==> src/rcc_regs.vh <==
`ifndef RCC_REGS_VH
`define RCC_REGS_VH
// ----------------------------------------
// Register offsets
// ----------------------------------------
`define RCC_ADR_VSET   5'h00
`define RCC_ADR_STATE  5'h01
`define RCC_ADR_GPO    5'h02
`define RCC_ADR_PMTRIG 5'h1C
`define RCC_ADR_USID   5'h1F
// ----------------------------------------
// Field positions
// ----------------------------------------
`define RCC_VSET_MSB  6
`define RCC_FLD2_MSB  7
`define RCC_FLD2_LSB  6
`define RCC_GENERAL_OUTPUT_ZERO_BIT  7
`define RCC_GENERAL_OUTPUT_ONE_BIT  6
// ----------------------------------------
// Reset values
// ----------------------------------------
`define RCC_VSET_RST  7'h08
`define RCC_STATE_RST 2'h1
`define RCC_GPO_RST   2'h0
`define RCC_PWR_RST   2'h0
// Arbitrary upper nibble of the slave id register
`define RCC_IDHI_RST  4'h0
// ----------------------------------------
// Addresses, codes and thresholds
// ----------------------------------------
`define RCC_USID      4'h5
`define RCC_GSID      4'h0
`define RCC_VSET_LOW  7'h00
`define RCC_VSET_STBY 7'h02
`define RCC_VSET_TH1  7'h29
`define RCC_VSET_TH2  7'h39
`define RCC_SC_PFM    2'h0
`define RCC_SC_AUTO1  2'h1
`define RCC_SC_AUTO2  2'h2
`define RCC_SC_PWM    2'h3
`define RCC_PM_NORM   2'h0
`define RCC_PM_DEF    2'h1
`define RCC_PM_LOW    2'h2
`define RCC_CMD_WR    3'h2
`define RCC_CMD_RD    3'h3
// ----------------------------------------
// Frame bit counts (falling edges)
// ----------------------------------------
`define RCC_CNT_CMD   5'h0C
`define RCC_CNT_WPAR  5'h15
`define RCC_CNT_RDRV  5'h0E
`define RCC_CNT_REND  5'h17
`endif

==> src/rcc_ctrl.v <==
// How it works
// - State code 00 forces PFM, 11 forces PWM
// - Digital code 01: PWM at voltage code >=29h
// - Digital code 10: PWM >=39h or heavy load
// - Analog code 01: PWM when control above 0.5V
// - Analog code 10: PWM above 0.7V or load
// - Supply reference rise enables slave, loads defaults
// - Supply reference low asynchronously powers down
// - Driver launches data on clock rising edge
// - Data sampled on clock falling edge
// - Slave only, never starts a transfer
// - Broadcast address 0000b accepts writes, reads unanswered
// - Own address 0101b, group address 0000b
// - Register-zero write, register write, register read
// - Code 00h low power, 02h standby in normal power mode
// - Voltage code in bits 6:0, bit 7 zero
// - Voltage code write takes effect immediately
// - Register 02h bits 7,6 drive general outputs
// - Register 1Ch bits 7:6 select power mode
// - Leaving low power keeps programmed values
`timescale 1ns/1ps
`default_nettype none
`include "rcc_regs.vh"
module rcc_ctrl (
  // Clock and reset
  input  wire       i_sys_clk,
  input  wire       i_nrst,
  input  wire       i_vio,
  // Serial bus
  input  wire       i_sclk,
  input  wire       i_sdata,
  output wire       o_sdata,
  output wire       o_sdata_oe,
  // Analog status
  input  wire       i_analog_mode,
  input  wire       i_analog_control_voltage_above_0p5,
  input  wire       i_analog_control_voltage_above_0p7,
  input  wire       i_load_above_130,
  input  wire       i_load_below_100,
  // Converter control
  output wire [6:0] o_output_voltage_code,
  output wire       o_pwm_mode,
  output wire       o_low_power,
  output wire       o_standby,
  output wire       o_power_down,
  output wire       o_general_output_zero,
  output wire       o_general_output_one
);
  // ----------------------------------------
  // Reset and synchronisers
  // ----------------------------------------
  localparam NSYNC = 7;
  // Supply reference low acts as asynchronous reset
  wire             rst_n = i_nrst & i_vio;
  wire [NSYNC-1:0] raw = {i_analog_mode, i_load_below_100, i_load_above_130,
                          i_analog_control_voltage_above_0p7, i_analog_control_voltage_above_0p5, i_sdata, i_sclk};
  reg  [NSYNC-1:0] meta_q;      // First stage
  reg  [NSYNC-1:0] sync_q;      // Second stage
  genvar g;
  generate
    for (g = 0; g < NSYNC; g = g + 1) begin : g_sync
      // Two flops per asynchronous input
      always @(posedge i_sys_clk or negedge rst_n) begin
        if (!rst_n) begin
          meta_q[g] <= 1'b0;
          sync_q[g] <= 1'b0;
        end else begin
          meta_q[g] <= raw[g];
          sync_q[g] <= meta_q[g];
        end
      end
    end
  endgenerate
  wire sclk   = sync_q[0];
  wire sdata  = sync_q[1];
  wire vc_lo  = sync_q[2];
  wire vc_hi  = sync_q[3];
  wire ld_hi  = sync_q[4];
  wire ld_lo  = sync_q[5];
  wire analog = sync_q[6];
  reg  sclk_p_q;                // Previous clock level
  reg  sdat_p_q;                // Previous data level
  always @(posedge i_sys_clk or negedge rst_n) begin
    if (!rst_n) begin
      sclk_p_q <= 1'b0;
      sdat_p_q <= 1'b0;
    end else begin
      sclk_p_q <= sclk;
      sdat_p_q <= sdata;
    end
  end
  // Edges of the synchronised bus clock
  wire sc_rise = sclk & ~sclk_p_q;
  wire sc_fall = ~sclk & sclk_p_q;
  // ----------------------------------------
  // Frame engine
  // ----------------------------------------
  localparam ST_IDLE = 2'd0;
  localparam ST_CMD  = 2'd1;
  localparam ST_WDAT = 2'd2;
  localparam ST_READ = 2'd3;
  reg  [1:0]  st_q;             // Frame state
  reg  [4:0]  cnt_q;            // Falling edges seen in frame
  reg  [11:0] sh_q;             // Incoming bit shifter
  reg  [4:0]  adr_q;            // Target register
  reg  [8:0]  rsh_q;            // Outgoing data and parity
  reg         sdo_q;            // Driven data level
  reg         oe_q;             // Driving data line
  reg         wr_q;             // One-cycle write strobe
  reg  [7:0]  wdat_q;           // Write data
  reg  [6:0]  vset_q;           // Output voltage code
  reg  [1:0]  state_q;          // Switching state select
  reg  [1:0]  gpo_q;            // General outputs
  reg  [1:0]  pwr_q;            // Power mode select
  // Start condition: data falls while clock low, line not ours
  wire ssc = ~sclk & sdat_p_q & ~sdata & ~oe_q;
  // Header word: address, command, parity in the newest bit
  wire [12:0] cw = {sh_q, sdata};
  // Data byte followed by its parity bit
  wire [8:0]  dw = {sh_q[7:0], sdata};
  // Own or group address selects this slave
  wire        hit = (cw[12:9] == `RCC_USID) | (cw[12:9] == `RCC_GSID);
  // Read-back value of a register
  function [7:0] rd_val;
    input [4:0] a;
    begin
      if (a == `RCC_ADR_VSET) begin
        rd_val = {1'b0, vset_q};
      end else if (a == `RCC_ADR_STATE) begin
        rd_val = {state_q, 6'h00};
      end else if (a == `RCC_ADR_GPO) begin
        rd_val = {gpo_q, 6'h00};
      end else if (a == `RCC_ADR_PMTRIG) begin
        rd_val = {pwr_q, 6'h00};
      end else if (a == `RCC_ADR_USID) begin
        rd_val = {`RCC_IDHI_RST, `RCC_USID};
      end else begin
        rd_val = 8'h00;
      end
    end
  endfunction
  // Slave engine; reacts only to master-started frames
  always @(posedge i_sys_clk or negedge rst_n) begin
    if (!rst_n) begin
      st_q   <= ST_IDLE;
      cnt_q  <= 5'h00;
      sh_q   <= 12'h000;
      adr_q  <= 5'h00;
      rsh_q  <= 9'h000;
      sdo_q  <= 1'b0;
      oe_q   <= 1'b0;
      wr_q   <= 1'b0;
      wdat_q <= 8'h00;
    end else begin
      wr_q <= 1'b0;
      if (ssc) begin
        // Start condition restarts the frame
        st_q  <= ST_CMD;
        cnt_q <= 5'h00;
      end else if (sc_fall) begin
        cnt_q <= cnt_q + 5'h01;
        sh_q  <= cw[11:0];
        case (st_q)
          ST_CMD: begin
            // Header complete at its parity bit
            if (cnt_q == `RCC_CNT_CMD) begin
              st_q <= ST_IDLE;
              // Odd parity over address and command
              if (hit && (^cw)) begin
                if (cw[8]) begin
                  // Register-zero write
                  wr_q   <= 1'b1;
                  adr_q  <= `RCC_ADR_VSET;
                  wdat_q <= {1'b0, cw[7:1]};
                end else if (cw[8:6] == `RCC_CMD_WR) begin
                  // Register write: address sits just above the parity bit
                  st_q  <= ST_WDAT;
                  adr_q <= cw[5:1];
                end else if (cw[8:6] == `RCC_CMD_RD && cw[12:9] == `RCC_USID) begin
                  // Register read: answered on the own address only
                  st_q  <= ST_READ;
                  rsh_q <= {rd_val(cw[5:1]), ~^rd_val(cw[5:1])};
                end
              end
            end
          end
          ST_WDAT: begin
            // Data byte and parity complete
            if (cnt_q == `RCC_CNT_WPAR) begin
              st_q <= ST_IDLE;
              // Odd parity, otherwise the write is dropped
              if (^dw) begin
                wr_q   <= 1'b1;
                wdat_q <= dw[8:1];
              end
            end
          end
          ST_READ: begin
            // Bus park ends: release the line
            if (cnt_q == `RCC_CNT_REND) begin
              st_q <= ST_IDLE;
              oe_q <= 1'b0;
            end
          end
          default: begin
            st_q <= ST_IDLE;
          end
        endcase
      end else if (sc_rise && st_q == ST_READ && cnt_q >= `RCC_CNT_RDRV) begin
        // Launch data, parity, then park low
        sdo_q <= rsh_q[8];
        rsh_q <= {rsh_q[7:0], 1'b0};
        oe_q  <= 1'b1;
      end
    end
  end
  // ----------------------------------------
  // Register file
  // ----------------------------------------
  // Written values persist across low power
  always @(posedge i_sys_clk or negedge rst_n) begin
    if (!rst_n) begin
      vset_q  <= `RCC_VSET_RST;
      state_q <= `RCC_STATE_RST;
      gpo_q   <= `RCC_GPO_RST;
      pwr_q   <= `RCC_PWR_RST;
    end else if (wr_q) begin
      if (adr_q == `RCC_ADR_VSET) begin
        vset_q <= wdat_q[`RCC_VSET_MSB:0];
      end else if (adr_q == `RCC_ADR_STATE) begin
        state_q <= wdat_q[`RCC_FLD2_MSB:`RCC_FLD2_LSB];
      end else if (adr_q == `RCC_ADR_GPO) begin
        gpo_q <= {wdat_q[`RCC_GENERAL_OUTPUT_ZERO_BIT], wdat_q[`RCC_GENERAL_OUTPUT_ONE_BIT]};
      end else if (adr_q == `RCC_ADR_PMTRIG) begin
        if (wdat_q[7:6] == `RCC_PM_DEF) begin
          // Reload defaults, stay in normal mode
          vset_q  <= `RCC_VSET_RST;
          state_q <= `RCC_STATE_RST;
          gpo_q   <= `RCC_GPO_RST;
          pwr_q   <= `RCC_PM_NORM;
        end else if (wdat_q[7:6] != 2'h3) begin
          pwr_q <= wdat_q[7:6];
        end
      end
    end
  end
  // ----------------------------------------
  // Mode decision
  // ----------------------------------------
  reg  pwm_q;                   // Selected PWM mode
  reg  pwm_d;
  reg  pd_q;                    // Power-down flag
  // Level test from the voltage code or the comparators
  wire over1 = analog ? vc_lo : (vset_q >= `RCC_VSET_TH1);
  wire over2 = analog ? vc_hi : (vset_q >= `RCC_VSET_TH2);
  // PWM or PFM from state code, level and load
  always @* begin
    pwm_d = pwm_q;
    case (state_q)
      `RCC_SC_PFM: begin
        pwm_d = 1'b0;
      end
      `RCC_SC_AUTO1: begin
        pwm_d = over1;
      end
      `RCC_SC_AUTO2: begin
        // Between load thresholds the mode holds
        if (over2 | ld_hi) begin
          pwm_d = 1'b1;
        end else if (ld_lo) begin
          pwm_d = 1'b0;
        end
      end
      default: begin
        pwm_d = 1'b1;
      end
    endcase
  end
  always @(posedge i_sys_clk or negedge rst_n) begin
    if (!rst_n) begin
      pwm_q <= 1'b0;
      pd_q  <= 1'b1;
    end else begin
      pwm_q <= pwm_d;
      // Power-down clears on the first edge after release
      pd_q  <= 1'b0;
    end
  end
  // ----------------------------------------
  // Outputs
  // ----------------------------------------
  assign o_sdata               = sdo_q;
  assign o_sdata_oe            = oe_q;
  assign o_output_voltage_code = vset_q;
  assign o_pwm_mode            = pwm_q;
  assign o_low_power           = (vset_q == `RCC_VSET_LOW) | (pwr_q == `RCC_PM_LOW);
  assign o_standby             = (vset_q == `RCC_VSET_STBY) & (pwr_q == `RCC_PM_NORM);
  assign o_power_down          = pd_q;
  assign o_general_output_zero = gpo_q[1];
  assign o_general_output_one  = gpo_q[0];
endmodule
`default_nettype wire

==> config.mk <==
export PLATFORM = sky130hd
export DESIGN_NAME = rcc_ctrl
export DESIGN_NICKNAME = d
export VERILOG_FILES = /design/src/rcc_ctrl.v
export VERILOG_INCLUDE_DIRS = /design/src
export SDC_FILE = /design/constraint.sdc
export NUM_CORES = 1
export LEC_CHECK = 0
export BUFFER_PORTS_ARGS = -buffer_cell sky130_fd_sc_hd__buf_4
export CAP_MARGIN = 20
export CORE_MARGIN = 10
export CORE_UTILIZATION = 40
export DETAILED_ROUTE_END_ITERATION = 16
export PLACE_DENSITY = 0.69
export SLEW_MARGIN = 0
export SYNTH_ARGS = -nofsm -noshare
export SYNTH_HDL_FRONTEND = slang
export SYNTH_SLANG_ARGS = --single-unit
==> constraint.sdc <==
create_clock -name i_sys_clk -period 2.61 [get_ports i_sys_clk]
set_clock_uncertainty 0.2 [all_clocks]
set_input_delay 0.1305 -clock i_sys_clk [delete_from_list [all_inputs] [get_ports i_sys_clk]]
set_output_delay 0.1305 -clock i_sys_clk [all_outputs]
set_load 0.01 [all_outputs]
==> impl_metrics.yaml, run 1 <==
place:
  dpl_worst_slack_ns: 0.107
  port_buffers: 24
  dpl.hpwl_um: 4920
  placed_cell_area_sq_um: 3900
  gp_congestion: 0.825
  dp.cells: 459
timing:
  min_period_over_period_pct: 94.3
  rsz0062_at_grt: "no"
  relSlewSlack_pct: 37.2
  hold-worst-slack_ns: 0.152
  setup_viol: 0
  min_period_ns: 2.46
  fin_ws_ns: 0.149
  final_max_slew_viol_count: 0
  fin_tns_setup_ns: 0
  tightest_slew_ns: 0.942
  hold_violations: 0
  max_freq_mhz: 406
die:
  dieArea_sq_um: 13000
  core_sq_um: 8680
  initial_core_util_pct: 40.8
  dieHeight_um: 114
  die_w_um: 114
  io_pins: 25
  row_count: 34
synth:
  syn-num-nets: 345
  avgSynthCellArea_sq_um: 10.9
  synthTopCellsByArea: "dfrtp_1 (51%), mux2_2 (8.9%), nand2_1 (4.8%)"
  ys_seq_area_share_pct: 53.1
  synthMostInstantiatedCell: "dfrtp_1"
  synth_area_sq_um: 3540
  synth_edf_count: 0
  ys_seq_elements: 75
  synth_top_area_cell: "dfrtp_1"
  async_flop_share_pct: 100
  syn_inst: 326
  yosysWarnings: 0
  synth_top_area_share_pct: 50.9
  ys_types: 51
  ys.flop_type: "dfrtp_1"
  yosys-top-cells-count: "dfrtp_1 (72), nand2_1 (45), o21ai_0 (30), mux2_2 (28), nor2_1 (20)"
power:
  switching_share_pct: 34.8
  finalPower_mw: 3.15
  leakagePower_nw: 1.93
  p_per_area_nw_per_um2: 755
  power_frac_seq_pct: 46.8
  p_int_mw: 2.05
  pwr-share-clk_pct: 26.7
  combPwrFrac_pct: 26.5
  ir_drop_mv: 0.491
  switching_power_mw: 1.10
layout:
  final_nets: 390
  drive_gt1_share_pct: 23.9
  fin_cells: 484
  stdcell_area_sq_um: 4180
  antennaDiodeCount: 0
  postLayoutCoreUtil_pct: 48.1
  syn2layout_area_growth_pct: 18.0
setup_path:
  rr_worst_depth: 8
  slowest_stage: "mux2_2"
  crit_path_cell_trace: "inv_1 -> ha_1 -> xor2_1 -> xnor2_1 -> xnor2_2 -> nor3_4 -> a31oi_4 -> mux2_2"
  max_stage_delay_ns: 0.38
  path_buf_inv: 1
  crit_path_max_fanout: 9
  critPathRequiredTime_ns: 2.66
  cp_top_family: "XOR/XNOR gates"
  crit_arrival_ns: 2.51
  critical_path_class: "register to register"
  startpoint_type: "register"
  cp.depth: 8
  end_kind: "register"
clock_network:
  cts_root_buf: "clkbuf_8"
  cts_tree: "built"
  path_clk_slew_ns: 0.08
  postCtsSetupBuffers: 0
  tritoncts.num_buffers: 9
  cts.path.max_buffers: 2
  clkLatencyLatePin_ns: 0.36
  htreeDepth: 3
  cts_sinks: 75
drt:
  routed_wl_um: 7020
  wl_per_cell_um: 14.5
  viasPerCell: 5.07
  drt-initial-drc-count: 175
  dr.pass1.iters: 4
  vias: 2453
  antenna_left: 0
  drcViolationCount: 0
grt:
  track_usage_pct: 11.4
  grt_max_degree: 76
  grt_pass1_wl_um: 12000
  grt_pass1_vias: 2508
  overflow: 0
  antenna_found_initial: 0
hold_path:
  min_path_type: "register to register"
  holdPathStages: 0
outcome:
  status: "completed"
flow_run:
  maxCapViolations: 0
==> power groups by stage <==
stage                     combinational [mW]  clock, mW  sequential [mW]
after global routing                   0.932      0.914             1.51
after CTS                              0.836      0.870             1.47
after global placement                 0.794          0             1.49
after detailed placement               0.822          0             1.50
final                                  0.835      0.841             1.48
after floorplan                        0.635          0             1.45
==> repair_timing <==
item / in CTS / in global routing
hold buffers: 9 / 0
gates resized for setup: 0 / 1
endpoints found under the setup margin: 0 / 13
endpoints found under the hold margin: 79 / 0
==> worst reg2reg max path, stage by stage (launching register included) <==
cell and delay, ns:
dfrtp_1 0.35, inv_1 0.06, ha_1 0.30, xor2_1 0.15, xnor2_1 0.17, xnor2_2 0.33, nor3_4 0.10, a31oi_4 0.32
mux2_2 0.38
==> routing by layer <==
metal  vias to the layer above  global-route usage [%]  share of wire, %
met1                      1166                    13.9                46
met4                         0                    5.35               2.3
met3                        12                    3.72               4.7
met2                        51                    17.8                47
met5                         -                       0                 0
li1                       1224                       -                 -
==> state kept, by name, summed over array words and instances, names as in the netlist, 2 cells and up <==
| signal | cells |
|---|---|
| gpo_q | 2 |
| rsh_q | 9 |
| meta_q | 7 |
| wdat_q | 8 |
| o_output_voltage_code | 7 |
| state_q | 2 |
| sh_q | 12 |
| adr_q | 5 |
| pwr_q | 2 |
| st_q | 2 |
| cnt_q | 5 |
==> area by class of cell <==
| type | instances | area [sq um] |
|---|---|---|
| inverters | 13 | 48.8 |
| clock inverters | 7 | 61.3 |
| multi-input cells | 227 | 1570 |
| well taps | 108 | 135 |
| clock buffers | 9 | 124 |
| fillers | 810 | 4500 |
| repair buffers | 45 | 360 |
| flip-flops and latches | 75 | 1880 |
==> layout by cell type, fill, tap and decap left out, types with 5 or more instances in the layout <==
cell type	count
mux2_2	28
a21oi_1	5
o21ai_0	29
buf_4	36
inv_1	13
nor2b_1	11
a31oi_1	6
nor2_1	20
nand3_1	6
ha_1	9
clkbuf_8	9
dlygate4sd3_1	9
xor2_1	5
nand2_1	45
xnor2_1	11
dfrtp_1	72
==> logic make-up after synthesis <==
logic type | Yosys count | share of synthesized area, %
xor+xnor | 18 | 4.88
compound gates | 61 | 11.3
simple gates | 106 | 14.6
flops | 75 | 53.1
other cells | 1 | 0.106
fa+ha+maj | 9 | 3.18
buf+inv | 24 | 2.69
mux | 32 | 10.1
==> worst paths after layout <==
kind | start | to | slack (ns)
worst max-delay path | sh_q[5] | rsh_q[5] | 0.15
worst min-delay path | meta_q[1] | sdata | 0.15
worst max register to register | sh_q[5] | rsh_q[5] | 0.15
worst min register to register | meta_q[1] | sdata | 0.15
max in group asynchronous | i_nrst | rsh_q[1] | 1.23
min in group asynchronous | i_vio | adr_q[3] | 0.38
(Power assumes the default switching activity.)
==> inputs of run 2 (changes only) <==
--- a/config.mk
+++ b/config.mk
@@ -11,6 +11,7 @@
 export CORE_MARGIN = 10
 export CORE_UTILIZATION = 40
 export DETAILED_ROUTE_END_ITERATION = 16
+export MAX_ROUTING_LAYER = met4
 export PLACE_DENSITY = 0.69
 export SLEW_MARGIN = 0
 export SYNTH_ARGS = -nofsm -noshare
==> run 2 against run 1 <==
  * Global-route usage rose by 0.33 points
  * Count of clock-buffer cells in the layout did not move
  * Sequential cell count did not move
  * Fmax barely moved
  * Largest cell class unchanged
==> impl_metrics.yaml, run 2 (synthesized netlist as in run 1, its figures left out) <==
clock_network:
  clkLatencyLatePin_ns: 0.36
  cts.path.max_buffers: 2
  path_clk_slew_ns: 0.08
  cts_tree: "built"
  tritoncts.num_buffers: 9
  htreeDepth: 3
  cts_root_buf: "clkbuf_8"
  cts_sinks: 75
drt:
  viasPerCell: 5.06
  vias: 2451
  drcViolationCount: 0
  antenna_left: 0
  drt-initial-drc-count: 151
  dr.pass1.iters: 4
  routed_wl_um: 7040
  wl_per_cell_um: 14.5
power:
  leakagePower_nw: 1.93
  p_per_area_nw_per_um2: 754
  ir_drop_mv: 0.489
place:
  port_buffers: 24
  gp_congestion: 0.837
  dpl.hpwl_um: 4920
  dpl_worst_slack_ns: 0.107
setup_path:
  end_kind: "register"
  startpoint_type: "register"
  reg2reg_slack_ns: 0.15
  crit_arrival_ns: 2.51
  crit_path_cell_trace: "inv_1 -> ha_1 -> xor2_1 -> xnor2_1 -> xnor2_2 -> nor3_4 -> a31oi_4 -> mux2_2"
  max_stage_delay_ns: 0.38
  crit_path_max_fanout: 9
  cp_top_family: "XOR/XNOR gates"
  path_buf_inv: 1
  critPathRequiredTime_ns: 2.66
  slowest_stage: "mux2_2"
  critical_path_class: "register to register"
timing:
  fin_tns_setup_ns: 0
  max_freq_mhz: 406
  setup_viol: 0
  fin_ws_ns: 0.149
  final_max_slew_viol_count: 0
  min_period_over_period_pct: 94.3
  min_period_ns: 2.46
  relSlewSlack_pct: 37.3
  rsz0062_at_grt: "no"
  hold_violations: 0
  tightest_slew_ns: 0.940
grt:
  grt_pass1_vias: 2513
  grt_pass1_wl_um: 12000
  antenna_found_initial: 0
  met1_usage_pct: 13.9
  busiest_layer: "met2"
  grt_use_met2_pct: 17.8
  grt_util_met3_pct: 3.09
  track_usage_pct: 11.7
  overflow: 0
  grt_max_degree: 76
layout:
  largest_registers: "sh_q x12, rsh_q x9, wdat_q x8"
  seqCellArea_sq_um: 1880
  fillers: 810
  drive_gt1_share_pct: 23.9
  final_common_cell: "dfrtp_1"
  largest_register_ffs: 12
  mostFrequentLayoutCells: "dfrtp_1 (72), nand2_1 (45), buf_4 (36)"
  final_nets: 390
  multiInputGateArea_sq_um: 1570
  antennaDiodeCount: 0
  largest_register: "sh_q"
  syn2layout_area_growth_pct: 18.0
outcome:
  status: "completed"
die:
  row_count: 34
  initial_core_util_pct: 40.8
  core_sq_um: 8680
  die_w_um: 114
  dieArea_sq_um: 13000
  io_pins: 25
  dieHeight_um: 114
flow_run:
  maxCapViolations: 0
hold_path:
  min_path_type: "register to register"
==> run 2: cell counts in the layout (fill, tap and decap cells not counted) <==
No cell type changed its count.
==> run 2: worst reg2reg max path, cell delays in order, from the launching register on <==
cell and delay (ns):
dfrtp_1 0.35, inv_1 0.06, ha_1 0.30, xor2_1 0.15, xnor2_1 0.17, xnor2_2 0.33
nor3_4 0.10, a31oi_4 0.32, mux2_2 0.38
==> run 2: worst paths after layout <==
check	startpoint	depth (start not counted)	end
max in group asynchronous	i_nrst	3	cnt_q[1]
setup / recovery	sh_q[5]	8	rsh_q[6]
hold / removal	meta_q[1]	0	sdata
setup reg to reg	sh_q[5]	8	rsh_q[6]
hold reg to reg	meta_q[1]	0	sdata
min in group asynchronous	i_vio	3	adr_q[3]
==> run 2: metrics by stage <==
step	power, mW	util, %	hold WS (ns)	cell area (sq um)	cells
finish	3.15	48.1	0.152	4180	484
floorplan	2.09	-	-0.0381	3540	326
global placement	2.28	44.9	0.0400	3900	459
global route	3.35	48.1	0.158	4180	484
detailed placement	2.32	44.9	0.0409	3900	459
CTS	3.18	48.1	0.155	4180	484
==> run 2: where the power goes <==
group	switching [mW]	internal, mW
clock	0.479	0.361
sequential	0.161	1.31
combinational	0.456	0.378
==> run 2: timing repair <==
item | 4_1_cts | 5_1_grt
endpoints found under the setup margin | 0 | 13
hold buffers | 9 | 0
gates resized for setup | 0 | 1
setup buffers | 0 | 0
hold endpoints to repair | 79 | 0
==> run 2: cell type report <==
cell class | instances | share of cell area, %
timing repair buffer | 45 | 8.63
clock buffer | 9 | 2.97
tap | 108 | 3.24
sequential | 75 | 45.0
multi-input combinational | 227 | 37.5
clock inverter | 7 | 1.47
inverter | 13 | 1.17
==> run 2: metal layers <==
metal / wire length (um) / vias up / part of all wire [%]
met5: 0 / - / 0
met4: 144 / 0 / 2.0
met3: 292 / 10 / 4.1
met2: 3330 / 43 / 47
met1: 3280 / 1173 / 47
li1: - / 1225 / -
